<file path="src/rtl/atrb_pkg.sv">
// Constants for the telemetry result bank: register offsets, result layout, bus address.
// Assumes the serial management bus runs slowly enough for the system clock to sample it.
// How it works
// - Port 3 pin voltage bit 0 sits in 4Ah, upper bits in 4Bh.
// - The port 3 pair holds the pin voltage, not the delivered voltage.
// - Delivered voltage is 0.15 V times supply count minus pin count.
// - Port 4 current bit 0 sits in 4Ch, upper bits in 4Dh.
// - Port current is 2.4 mA per count minus 10 mA.
// - Port 4 pin voltage bit 0 sits in 4Eh, upper bits in 4Fh.
// - Supply voltage sits in 50h and 51h, 0.15 V per count.
// - Die temperature bit 0 sits in 52h, upper bits in 53h.
// - Die temperature is 0.4 C per count minus 40 C.
// - Power budget bit 0 sits in 54h, upper bits in 55h.
// - Power budget count means 0.4 W of allowed load per count.
// - Power budget is captured once after reset and then held until a host writes 54h or 55h.
// - Identity byte: site 7:6, big revision 5:4, small 3:2, supplier 1:0.
package atrb_pkg;

  localparam int unsigned RES_W = 9;
  localparam int unsigned SYNC_STAGES = 2;

  // Register offsets on the management bus.
  localparam logic [7:0] OFS_PORT3_PIN_VOLT_LOW  = 8'h4A;
  localparam logic [7:0] OFS_PORT3_PIN_VOLT_HIGH = 8'h4B;
  localparam logic [7:0] OFS_PORT4_CURRENT_LOW   = 8'h4C;
  localparam logic [7:0] OFS_PORT4_CURRENT_HIGH  = 8'h4D;
  localparam logic [7:0] OFS_PORT4_PIN_VOLT_LOW  = 8'h4E;
  localparam logic [7:0] OFS_PORT4_PIN_VOLT_HIGH = 8'h4F;
  localparam logic [7:0] OFS_SUPPLY_VOLT_LOW     = 8'h50;
  localparam logic [7:0] OFS_SUPPLY_VOLT_HIGH    = 8'h51;
  localparam logic [7:0] OFS_DIE_TEMP_LOW        = 8'h52;
  localparam logic [7:0] OFS_DIE_TEMP_HIGH       = 8'h53;
  localparam logic [7:0] OFS_POWER_BUDGET_LOW    = 8'h54;
  localparam logic [7:0] OFS_POWER_BUDGET_HIGH   = 8'h55;
  localparam logic [7:0] OFS_CHIP_IDENTITY       = 8'h60;

  localparam logic [RES_W-1:0] RES_RESET = 9'h000;
  localparam logic [7:0]       UNMAPPED_READ = 8'h00;

  // Identity fields; these values are arbitrary.
  localparam logic [1:0] ID_SITE           = 2'h1;
  localparam logic [1:0] ID_BIG_REVISION   = 2'h2;
  localparam logic [1:0] ID_SMALL_REVISION = 2'h3;
  localparam logic [1:0] ID_SUPPLIER_CODE  = 2'h1;
  localparam int unsigned ID_SITE_POS  = 6;
  localparam int unsigned ID_BIG_POS   = 4;
  localparam int unsigned ID_SMALL_POS = 2;
  localparam int unsigned ID_SUPP_POS  = 0;

  // Bus address is a fixed upper part above four strap pins.
  localparam logic [2:0] BUS_ADDR_UPPER = 3'h2;
  localparam logic [3:0] BITS_PER_BYTE  = 4'h8;

  // Scale factors of the counts, for software; the bank itself never rescales.
  localparam int unsigned VOLT_UV_PER_COUNT    = 150000;
  localparam int unsigned CURR_UA_PER_COUNT    = 2400;
  localparam int unsigned CURR_OFFSET_UA       = 10000;
  localparam int unsigned TEMP_MC_PER_COUNT    = 400;
  localparam int unsigned TEMP_OFFSET_MC       = 40000;
  localparam int unsigned POWER_MW_PER_COUNT   = 400;

  typedef enum logic [8:0] {
    ATRB_IDLE  = 9'h001,
    ATRB_ADDR  = 9'h002,
    ATRB_ACK_A = 9'h004,
    ATRB_REG   = 9'h008,
    ATRB_ACK_R = 9'h010,
    ATRB_WR    = 9'h020,
    ATRB_ACK_W = 9'h040,
    ATRB_RD    = 9'h080,
    ATRB_RACK  = 9'h100
  } atrb_state_type;

endpackage

</file>
<file path="src/rtl/atrb_bank.sv">
// Telemetry result bank with its serial management bus slave.
// Assumes results arrive from the converter core on clk_sys_i with a one-cycle valid.
`timescale 1ns/100ps
module atrb_bank (
  input  wire logic                        clk_sys_i,
  input  wire logic                        rst_i,
  input  wire logic                        scl_i,
  input  wire logic                        sda_i,
  output logic                             sda_o,
  output logic                             sda_drive_n_o,
  input  wire logic [3:0]                  addr_strap_i,
  input  wire logic                        result_valid_i,
  input  wire logic [atrb_pkg::RES_W-1:0]  port3_pin_level_i,
  input  wire logic [atrb_pkg::RES_W-1:0]  port4_current_i,
  input  wire logic [atrb_pkg::RES_W-1:0]  port4_pin_level_i,
  input  wire logic [atrb_pkg::RES_W-1:0]  supply_level_i,
  input  wire logic [atrb_pkg::RES_W-1:0]  die_temp_i,
  input  wire logic [atrb_pkg::RES_W-1:0]  power_budget_pin_i,
  output logic [atrb_pkg::RES_W-1:0]       power_budget_value_o,
  output logic                             budget_captured_o
);
  import atrb_pkg::*;

  // Pin synchronisers: bit 5 is clock, bit 4 data, bits 3:0 address straps.
  logic [5:0] pins_s;
  atrb_sync #(
    .WIDTH (6)
  ) u_sync (
    .clk_sys_i     (clk_sys_i),
    .rst_i         (rst_i),
    .async_i       ({scl_i, sda_i, addr_strap_i}),
    .reset_level_i (6'h3F),
    .sync_o        (pins_s)
  );

  logic scl_s;
  logic sda_s;
  logic [3:0] strap_s;
  assign scl_s   = pins_s[5];
  assign sda_s   = pins_s[4];
  assign strap_s = pins_s[3:0];

  // Results as delivered by the converter; no scaling is applied here.
  logic [RES_W-1:0] port3_q;
  logic [RES_W-1:0] port3_d;
  logic [RES_W-1:0] curr4_q;
  logic [RES_W-1:0] curr4_d;
  logic [RES_W-1:0] port4_q;
  logic [RES_W-1:0] port4_d;
  logic [RES_W-1:0] supply_q;
  logic [RES_W-1:0] supply_d;
  logic [RES_W-1:0] temp_q;
  logic [RES_W-1:0] temp_d;
  logic [RES_W-1:0] budget_q;
  logic [RES_W-1:0] budget_d;
  logic             captured_q;
  logic             captured_d;

  // Bus slave state.
  atrb_state_type   st_q;
  atrb_state_type   st_d;
  logic             scl_p_q;
  logic             sda_p_q;
  logic [3:0]       cnt_q;
  logic [3:0]       cnt_d;
  logic [7:0]       sh_q;
  logic [7:0]       sh_d;
  logic [7:0]       tx_q;
  logic [7:0]       tx_d;
  logic [7:0]       ptr_q;
  logic [7:0]       ptr_d;
  logic             drv_q;
  logic             drv_d;
  logic             more_q;
  logic             more_d;
  logic             wr_en;
  logic [7:0]       rd_data;

  logic start_ev;
  logic stop_ev;
  logic scl_rise;
  logic scl_fall;
  assign start_ev = scl_s & scl_p_q & sda_p_q & ~sda_s;
  assign stop_ev  = scl_s & scl_p_q & ~sda_p_q & sda_s;
  assign scl_rise = scl_s & ~scl_p_q;
  assign scl_fall = ~scl_s & scl_p_q;

  // Low byte carries only bit 0 of the count; high byte carries bits 8:1.
  function automatic logic [7:0] split_byte(input logic [RES_W-1:0] v, input logic hi);
    if (hi) begin
      split_byte = v[RES_W-1:1];
    end else begin
      split_byte = {7'h00, v[0]};
    end
  endfunction

  function automatic logic [7:0] read_reg(input logic [7:0] ofs);
    case (ofs)
      OFS_PORT3_PIN_VOLT_LOW:  read_reg = split_byte(port3_q, 1'b0);
      OFS_PORT3_PIN_VOLT_HIGH: read_reg = split_byte(port3_q, 1'b1);
      OFS_PORT4_CURRENT_LOW:   read_reg = split_byte(curr4_q, 1'b0);
      OFS_PORT4_CURRENT_HIGH:  read_reg = split_byte(curr4_q, 1'b1);
      OFS_PORT4_PIN_VOLT_LOW:  read_reg = split_byte(port4_q, 1'b0);
      OFS_PORT4_PIN_VOLT_HIGH: read_reg = split_byte(port4_q, 1'b1);
      OFS_SUPPLY_VOLT_LOW:     read_reg = split_byte(supply_q, 1'b0);
      OFS_SUPPLY_VOLT_HIGH:    read_reg = split_byte(supply_q, 1'b1);
      OFS_DIE_TEMP_LOW:        read_reg = split_byte(temp_q, 1'b0);
      OFS_DIE_TEMP_HIGH:       read_reg = split_byte(temp_q, 1'b1);
      OFS_POWER_BUDGET_LOW:    read_reg = split_byte(budget_q, 1'b0);
      OFS_POWER_BUDGET_HIGH:   read_reg = split_byte(budget_q, 1'b1);
      OFS_CHIP_IDENTITY: begin
        read_reg = 8'h00;
        read_reg[ID_SITE_POS +: 2]  = ID_SITE;
        read_reg[ID_BIG_POS +: 2]   = ID_BIG_REVISION;
        read_reg[ID_SMALL_POS +: 2] = ID_SMALL_REVISION;
        read_reg[ID_SUPP_POS +: 2]  = ID_SUPPLIER_CODE;
      end
      default: read_reg = UNMAPPED_READ;
    endcase
  endfunction

  always_comb rd_data = read_reg(ptr_q);

  // Result capture. Pin levels are kept as raw counts so software can form the
  // delivered voltage from supply and pin counts itself.
  // Current, temperature and power keep their raw counts too.
  always_comb begin
    port3_d    = port3_q;
    curr4_d    = curr4_q;
    port4_d    = port4_q;
    supply_d   = supply_q;
    temp_d     = temp_q;
    budget_d   = budget_q;
    captured_d = captured_q;
    if (result_valid_i) begin
      port3_d  = port3_pin_level_i;
      curr4_d  = port4_current_i;
      port4_d  = port4_pin_level_i;
      supply_d = supply_level_i;
      temp_d   = die_temp_i;
      // The budget is sampled only by the first conversion after reset.
      if (!captured_q) begin
        budget_d   = power_budget_pin_i;
        captured_d = 1'b1;
      end
    end
    // A host write replaces the budget; it takes priority over capture in the same cycle.
    if (wr_en && ptr_q == OFS_POWER_BUDGET_LOW) begin
      budget_d[0] = sh_q[0];
    end
    if (wr_en && ptr_q == OFS_POWER_BUDGET_HIGH) begin
      budget_d[RES_W-1:1] = sh_q;
    end
  end

  always_ff @(posedge clk_sys_i or posedge rst_i) begin
    if (rst_i) begin
      port3_q    <= RES_RESET;
      curr4_q    <= RES_RESET;
      port4_q    <= RES_RESET;
      supply_q   <= RES_RESET;
      temp_q     <= RES_RESET;
      budget_q   <= RES_RESET;
      captured_q <= 1'b0;
    end else begin
      port3_q    <= port3_d;
      curr4_q    <= curr4_d;
      port4_q    <= port4_d;
      supply_q   <= supply_d;
      temp_q     <= temp_d;
      budget_q   <= budget_d;
      captured_q <= captured_d;
    end
  end

  // Bus slave. Data is sampled on the rising clock and changed on the falling one.
  always_comb begin
    st_d   = st_q;
    cnt_d  = cnt_q;
    sh_d   = sh_q;
    tx_d   = tx_q;
    ptr_d  = ptr_q;
    drv_d  = drv_q;
    more_d = more_q;
    wr_en  = 1'b0;
    if (stop_ev) begin
      st_d  = ATRB_IDLE;
      drv_d = 1'b0;
    end else if (start_ev) begin
      st_d  = ATRB_ADDR;
      cnt_d = 4'h0;
      drv_d = 1'b0;
    end else begin
      case (st_q)
        ATRB_IDLE: begin
          drv_d = 1'b0;
        end
        ATRB_ADDR, ATRB_REG, ATRB_WR: begin
          if (scl_rise) begin
            sh_d  = {sh_q[6:0], sda_s};
            cnt_d = cnt_q + 4'h1;
          end else if (scl_fall && cnt_q == BITS_PER_BYTE) begin
            drv_d = 1'b1;
            case (st_q)
              ATRB_ADDR: begin
                if (sh_q[7:1] == {BUS_ADDR_UPPER, strap_s}) begin
                  st_d   = ATRB_ACK_A;
                  more_d = sh_q[0];
                end else begin
                  st_d  = ATRB_IDLE;
                  drv_d = 1'b0;
                end
              end
              ATRB_REG: begin
                ptr_d = sh_q;
                st_d  = ATRB_ACK_R;
              end
              default: begin
                wr_en = 1'b1;
                ptr_d = ptr_q + 8'h01;
                st_d  = ATRB_ACK_W;
              end
            endcase
          end
        end
        ATRB_ACK_A, ATRB_ACK_R, ATRB_ACK_W: begin
          if (scl_fall) begin
            cnt_d = 4'h0;
            drv_d = 1'b0;
            if (st_q == ATRB_ACK_A && more_q) begin
              // Auto-increment lets a host walk low then high byte in one transfer.
              tx_d  = rd_data;
              ptr_d = ptr_q + 8'h01;
              drv_d = ~rd_data[7];
              st_d  = ATRB_RD;
            end else if (st_q == ATRB_ACK_A) begin
              st_d = ATRB_REG;
            end else begin
              st_d = ATRB_WR;
            end
          end
        end
        ATRB_RD: begin
          if (scl_rise) begin
            cnt_d = cnt_q + 4'h1;
          end else if (scl_fall) begin
            if (cnt_q == BITS_PER_BYTE) begin
              drv_d = 1'b0;
              st_d  = ATRB_RACK;
            end else begin
              tx_d  = {tx_q[6:0], 1'b0};
              drv_d = ~tx_q[6];
            end
          end
        end
        ATRB_RACK: begin
          if (scl_rise) begin
            more_d = ~sda_s;
          end else if (scl_fall) begin
            if (more_q) begin
              tx_d  = rd_data;
              ptr_d = ptr_q + 8'h01;
              drv_d = ~rd_data[7];
              cnt_d = 4'h0;
              st_d  = ATRB_RD;
            end else begin
              st_d = ATRB_IDLE;
            end
          end
        end
        default: begin
          st_d  = ATRB_IDLE;
          drv_d = 1'b0;
        end
      endcase
    end
  end

  always_ff @(posedge clk_sys_i or posedge rst_i) begin
    if (rst_i) begin
      st_q    <= ATRB_IDLE;
      scl_p_q <= 1'b1;
      sda_p_q <= 1'b1;
      cnt_q   <= 4'h0;
      sh_q    <= 8'h00;
      tx_q    <= 8'h00;
      ptr_q   <= 8'h00;
      drv_q   <= 1'b0;
      more_q  <= 1'b0;
    end else begin
      st_q    <= st_d;
      scl_p_q <= scl_s;
      sda_p_q <= sda_s;
      cnt_q   <= cnt_d;
      sh_q    <= sh_d;
      tx_q    <= tx_d;
      ptr_q   <= ptr_d;
      drv_q   <= drv_d;
      more_q  <= more_d;
    end
  end

  // Open-drain data: the level is always low, the active-low enable gates it.
  logic sda_drive_n_q;
  logic sda_q;
  always_ff @(posedge clk_sys_i or posedge rst_i) begin
    if (rst_i) begin
      sda_drive_n_q <= 1'b1;
      sda_q         <= 1'b0;
    end else begin
      sda_drive_n_q <= ~drv_d;
      sda_q         <= 1'b0;
    end
  end

  assign sda_o                = sda_q;
  assign sda_drive_n_o        = sda_drive_n_q;
  assign power_budget_value_o = budget_q;
  assign budget_captured_o    = captured_q;
endmodule

</file>
<file path="src/rtl/atrb_sync.sv">
// Two-flop synchroniser for a group of slow asynchronous pins.
// Assumes each bit changes slowly; bits of the group are not kept coherent.
`timescale 1ns/100ps
module atrb_sync #(
  parameter int unsigned WIDTH = 1
) (
  input  wire logic             clk_sys_i,
  input  wire logic             rst_i,
  input  wire logic [WIDTH-1:0] async_i,
  input  wire logic [WIDTH-1:0] reset_level_i,
  output logic      [WIDTH-1:0] sync_o
);
  genvar gi;
  generate
    for (gi = 0; gi < WIDTH; gi++) begin : g_bit
      logic meta_q;
      logic meta_d;
      logic stab_q;
      logic stab_d;
      always_comb begin
        meta_d = async_i[gi];
        stab_d = meta_q;
      end
      // Both stages reset to one so an idle open-drain line is not seen as a start.
      always_ff @(posedge clk_sys_i or posedge rst_i) begin
        if (rst_i) begin
          meta_q <= 1'b1;
          stab_q <= 1'b1;
        end else begin
          meta_q <= meta_d;
          stab_q <= stab_d;
        end
      end
      assign sync_o[gi] = stab_q;
    end
  endgenerate

  logic unused_level;
  assign unused_level = ^reset_level_i;
endmodule

</file>
<file path="config.mk">
export PLATFORM = sky130hd
export DESIGN_NAME = atrb_bank
export DESIGN_NICKNAME = d
export VERILOG_FILES = /design/src/rtl/atrb_pkg.sv /design/src/rtl/atrb_bank.sv /design/src/rtl/atrb_sync.sv
export SDC_FILE = /design/constraint.sdc
export NUM_CORES = 1
export LEC_CHECK = 0
export BUFFER_PORTS_ARGS = -buffer_cell sky130_fd_sc_hd__buf_4
export CAP_MARGIN = 5
export CORE_MARGIN = 5
export CORE_UTILIZATION = 38
export DETAILED_ROUTE_END_ITERATION = 8
export PLACE_DENSITY = 0.61
export SLEW_MARGIN = 20
export SYNTH_ARGS = -nofsm -noshare
export SYNTH_HDL_FRONTEND = slang
export SYNTH_HIERARCHICAL = 1
export SYNTH_SLANG_ARGS = --single-unit
</file>
<file path="constraint.sdc">
create_clock -name clk_sys_i -period 7.2 [get_ports clk_sys_i]
set_input_delay 1.44 -clock clk_sys_i [delete_from_list [all_inputs] [get_ports clk_sys_i]]
set_output_delay 1.44 -clock clk_sys_i [all_outputs]
set_load 0.05 [all_outputs]
</file>
==> impl_results.md, run 1 <==
* Starting DRT DRC Count at 443
* Row Count at 44
* CP Class: primary input to flop
* Area growth, synth to finish at 16.6%
* Detailed Route WL at 13800 µm
* Reg-to-reg endpoint: tx_q[5]
* Slew margin rel. at roughly 34%
* P per Cell Area at roughly 210 mW/mm²
* Vias per std cell at 5.52
* # Max-Cap Violations at 0
* Syn_nets at 581
* Initial antenna violation count at 0
* Max-slew violations at 0
* Setup Buffers After CTS at 0
* Post-Syn Area at roughly 0.0056 mm²
* Worst VDD drop at 95.2 µV
* R2R Setup Slk at 4.35 ns
* Setup crit end kind: flop
* Status: complete, no violations
* Reg clk slew, reported paths at 0.07 ns
* Yosys Warn Count at 6
* CTS H-tree lvls at 3
* Critical Path RT at 7.41 ns
* Mapped Cells at 511
* Root Driver: clkbuf_16
* Synth Area per Inst at 10.9 µm²
* DR vias at 4148
* Routed Antenna Nets at 0
* Crit path to: power_budget_value_o[8]
* DIE AREA at 0.0172 mm²
* Cell Count, Final, Fillers Out at 751
* Reg2reg path depth at 7
* Chip height at 131 µm
* Worst-margin pin slew at 0.994 ns
* Ports at 75
* Worst Setup SP: result_valid_i
* CTS tree: built
* RSZ-0062 raised after global routing: no
* Drt first pass iters at 5
* Leakage at 0.00274 µW
* Starting Density at approximately two fifths
* Tcrit/Tclk final at 40.9%
* IO buf count at 73
* Startpoint Class: primary input
* Clock Latency Late Sink at 0.35 ns
* CP Data Arrival Time at around 3.2 ns
* PostCTS Resize Cnt at 0
* Die width at 131 µm
* First-pass GRT wire length at roughly 23000 µm
* CTS buffer count at 9
* Final nets at 632
* Vias in the first global route at 4271
* Clock buffer depth at 2
* FF-to-FF Start: ptr_q[0]
* Final Skew at 0.00678 ns
* Min-Delay Path Class: flop to flop
* Final hold viol count at 0
* Final setup fails at 0
* Core ar. at around 0.014 mm²
* Ant. Diodes at 0
* Placed insts at 735
* DR DRC count at 0
* GRT overflow at 0
* Post-DP HPWL at 10200 µm
* Tmin final at 2.95 ns
* Largest net degree at the start of global routing at 78
* Share of cells above drive strength 1 at 33.0%
* Hold buffers post-CTS at 0
* Max Freq at 0.339 GHz
* WL/cell at 18.4 µm
* GPL Wtd Cong at 0.866
* Sink Count at 108
* Critical path peak fanout at 47
* Total track usage at 16.2%
* Fin Setup TNS at 0 ns
## metal layers
layer	up-vias	track usage, %	part of all wire, %
met1	2050	22.9	47
met4	0	6.52	2.1
met5	-	0	0
li1	1967	-	-
met3	20	2.45	4.3
met2	111	24.8	46
## worst max-delay path, stage by stage
cell and delay, ns:
buf_4 0.47, nor2b_1 0.86, mux2i_1 0.29, a21oi_1 0.09
## worst min-delay path by stage
stage                                 startpoint                endpoint  slack [ns]  depth (start not counted)
after CTS                 u_sync/g_bit[3].meta_q  u_sync/g_bit[3].stab_q        0.36                          0
after floorplan           u_sync/g_bit[0].meta_q  u_sync/g_bit[0].stab_q        0.35                          0
final                     u_sync/g_bit[3].meta_q  u_sync/g_bit[3].stab_q        0.36                          0
after detailed placement  u_sync/g_bit[3].meta_q  u_sync/g_bit[3].stab_q        0.35                          0
after global placement    u_sync/g_bit[4].meta_q  u_sync/g_bit[4].stab_q        0.35                          0
after global routing      u_sync/g_bit[4].meta_q  u_sync/g_bit[4].stab_q        0.36                          0
## metrics by stage
step	power, µW	util (%)	worst slack [ns]	area (µm²)	hold WS, ns
6_report	1340	45.0	4.25	6510	0.356
5_1_grt	1400	45.0	4.11	6510	0.360
3_5_place_dp	848	42.8	3.88	6200	0.347
4_1_cts	1360	45.0	4.25	6510	0.357
2_1_floorplan	791	-	3.26	5580	0.345
3_3_place_gp	844	42.8	3.99	6200	0.347
## power by group
part | internal (µW) | leakage [µW] | switching [µW]
Combinational | 75.4 | 0.00129 | 78.6
Sequential | 649 | 0.00131 | 31.9
Clock | 275 | 0.000145 | 234
## cell type report
type	instances	area [µm²]
flip-flops and latches	108	2720
inverters	11	42.5
multi-input cells	357	2640
fillers	1331	7970
repair buffers	75	563
clock inverters	7	87.6
clock buffers	9	225
well taps	184	230
## cells in the final DEF (no fill, tap or decap), drive strengths merged, types with 11 or more instances in the layout
| cell type | n |
|---|---|
| a21oi | 17 |
| a22o | 11 |
| a31oi | 11 |
| buf | 75 |
| dfrtp | 92 |
| dfstp | 16 |
| inv | 11 |
| mux2 | 60 |
| mux2i | 15 |
| nand2 | 25 |
| nand3 | 19 |
| nor2 | 44 |
| nor3 | 11 |
| o21ai | 18 |
## registers in the layout, summed over array words and instances (netlist names), 6 cells and up
signal                cells
curr4_q                   9
port3_q                   9
port4_q                   9
power_budget_value_o      9
st_q                      9
supply_q                  9
temp_q                    9
ptr_q                     8
sh_q                      8
tx_q                      7
u_sync/g_bit.meta_q       6
u_sync/g_bit.stab_q       6
(Power assumes the default switching activity.)
==> run 2, diff against run 1 <==
- PLACE_DENSITY: 0.61 -> 0.63
- clock period: 7.2 -> 2.6 ns (I/O delays scaled with it)
==> impl_results.md, run 2 (synthesis results as in run 1) <==
* Status: complete, no violations
* Final nets at 658 (+4.1%)
* Reg clk slew, reported paths at 0.07 ns (about the same)
* Fin Setup TNS at 0 ns (unchanged)
* DR vias at 4269 (+2.9%)
* Clock buffer depth at 2 (unchanged)
* Slew margin rel. at 57.1% (+23 points)
* Post-DP HPWL at 10700 µm (+5.0%)
* Tcrit/Tclk final at 94.0%
* Leakage at 0.00288 µW (+5.1%)
* Setup Buffers After CTS at 0 (unchanged)
* Critical path peak fanout at 9 (-81%)
* Tmin final at around 2.4 ns
* CTS buffer count at 9 (unchanged)
* Max Freq at 0.409 GHz
* Reg-to-reg endpoint: st_q[5]
* Gate power share at 12.0% (+0.5 points)
* Clock Latency Late Sink at 0.35 ns (about the same)
* Pint at 2790 µW (+180%)
* Hold Slack at 0.123 ns (-0.233 ns)
* Critical Path RT at 2.83 ns (-4.58 ns)
* FF-to-FF Start: st_q[3]
* Final Skew at 0.00821 ns (+0.00143 ns)
* Root Driver: clkbuf_16
* Setup crit end kind: flop
* First-pass GRT wire length at 23400 µm (+2.5%)
* GRT overflow at 0 (unchanged)
* Largest net degree at the start of global routing at 88 (+13%)
* Switching Fraction at 25.8% (+0.17 points)
* CTS H-tree lvls at 3 (unchanged)
* CP Class: flop to flop
* Most frequent cells in the layout: buf_4 (100), dfrtp_1 (92), mux2_2 (55)
* Starting Density at 38.6% (unchanged)
* Final hold viol count at 0 (unchanged)
* Setup WS pre-CTS at 0.107 ns (-3.78 ns)
* Share of cells above drive strength 1 at 35.9% (+2.9 points)
* GPL Wtd Cong at 0.873 (+0.76%)
* Max-slew violations at 0 (unchanged)
* Chip height at 131 µm (unchanged)
* IO buf count at 73 (unchanged)
* Total track usage at 16.6% (+0.39 points)
* CP Data Arrival Time at 2.68 ns (-0.48 ns)
* DR DRC count at 0 (unchanged)
* Sink Count at 108 (unchanged)
* CTS tree: built
* P per Cell Area at 559 mW/mm² (+170%)
* Drt first pass iters at 5 (unchanged)
* Final setup fails at 0 (unchanged)
* # Max-Cap Violations at 0 (unchanged)
* Routed Antenna Nets at 0 (unchanged)
* Clock power share at 37.9% (about the same)
* Row Count at 44 (unchanged)
* Area growth, synth to finish at 20.4%
* Detailed Route WL at 14200 µm (+2.7%)
* Worst-margin pin slew at 0.636 ns (-0.358 ns)
* Vias per std cell at 5.49 (-0.53%)
* Die width at 131 µm (unchanged)
* Worst VDD drop at 319 µV (+240%)
* Reg2reg path depth at 6 (-1)
* Vias in the first global route at 4460 (+4.4%)
* Filler cell count at 1346 (+1.1%)
* Sw power at 968 µW (+180%)
* Min-Delay Path Class: primary input to async pin
* Initial antenna violation count at 0 (unchanged)
* Core ar. at 0.0145 mm² (unchanged)
* RSZ-0062 raised after global routing: no
* R2R Setup Slk at 0.16 ns (-4.19 ns)
* Sequential Power Share at 50.1% (-0.6 points)
* DIE AREA at 0.0172 mm² (unchanged)
* Fin worst setup slack at 0.157 ns (-4.10 ns)
* Startpoint Class: flop
* WL/cell at 18.3 µm (-0.75%)
* Ports at 75 (unchanged)
* Ant. Diodes at 0 (unchanged)
* Overall power at 3750 µW (+180%)
* Starting DRT DRC Count at 329 (-26%)
* Commonest non-fill, non-tap cell in the layout: buf_4
==> run 2: cell count changes in the layout (fill, tap and decap cells not counted) <==
cell | previous run | this run
buf_4 | 75 | 100
clkinv_4 | 2 | 0
and3_1 | 8 | 7
and3_2 | 0 | 1
buf_12 | 0 | 1
clkbuf_1 | 0 | 1
clkinv_2 | 1 | 0
inv_6 | 1 | 2
inv_8 | 0 | 1
==> run 2: worst max-delay path by stage <==
stage | from | endpoint | slack (ns)
2_1_floorplan | st_q[2] | st_q[2] | 0.23
3_3_place_gp | st_q[3] | st_q[2] | 0.11
3_5_place_dp | st_q[3] | st_q[4] | 0.11
4_1_cts | st_q[3] | st_q[4] | 0.09
5_1_grt | st_q[3] | cnt_q[1] | 0.01
6_report | st_q[3] | st_q[5] | 0.16
==> run 2: power by group through the flow <==
| stage | sequential, µW | clock [µW] | combinational, µW |
|---|---|---|---|
| detailed placement | 1910 | 0 | 455 |
| global placement | 1910 | 0 | 450 |
| floorplan | 1920 | 0 | 271 |
| finish | 1880 | 1420 | 451 |
| global route | 1890 | 1520 | 492 |
| CTS | 1880 | 1460 | 456 |
==> run 2: layout make-up <==
| type | count | area [µm²] | share of cell area, % |
|---|---|---|---|
| Multi-Input combinational cell | 357 | 2640 | 39.3 |
| Clock inverter | 6 | 82.6 | 1.23 |
| Inverter | 11 | 45.0 | 0.670 |
| Timing Repair Buffer | 101 | 771 | 11.5 |
| Clock buffer | 10 | 229 | 3.41 |
| Sequential cell | 108 | 2720 | 40.5 |
| Tap cell | 184 | 230 | 3.43 |
==> run 2: critical path, cell delays in order, from the launching register on <==
cell and delay [ns]:
dfrtp_1 0.44, or4_4 0.57, or3_1 0.46, nor2_1 0.12
o31ai_1 0.09, and3_2 0.32, mux2_4 0.33
==> run 2: metal layers <==
metal | track usage [%] | part of all wire, %
met5 | 0 | 0
met4 | 6.18 | 1.8
met3 | 2.68 | 4.6
met2 | 26.2 | 47
met1 | 22.9 | 46
==> run 2: repair_timing <==
item / CTS / global route
hold buffers: 0 / 0
setup endpoints to repair: 0 / 5
hold endpoints to repair: 0 / 0
gates resized for setup: 0 / 1
==> run 2: stage by stage <==
step / std cells / instance area, µm² / utilization (%)
floorplan: 511 / 5590 / -
global placement: 761 / 6410 / 44.3
detailed placement: 761 / 6410 / 44.3
CTS: 777 / 6720 / 46.4
global route: 777 / 6720 / 46.4
finish: 777 / 6720 / 46.4
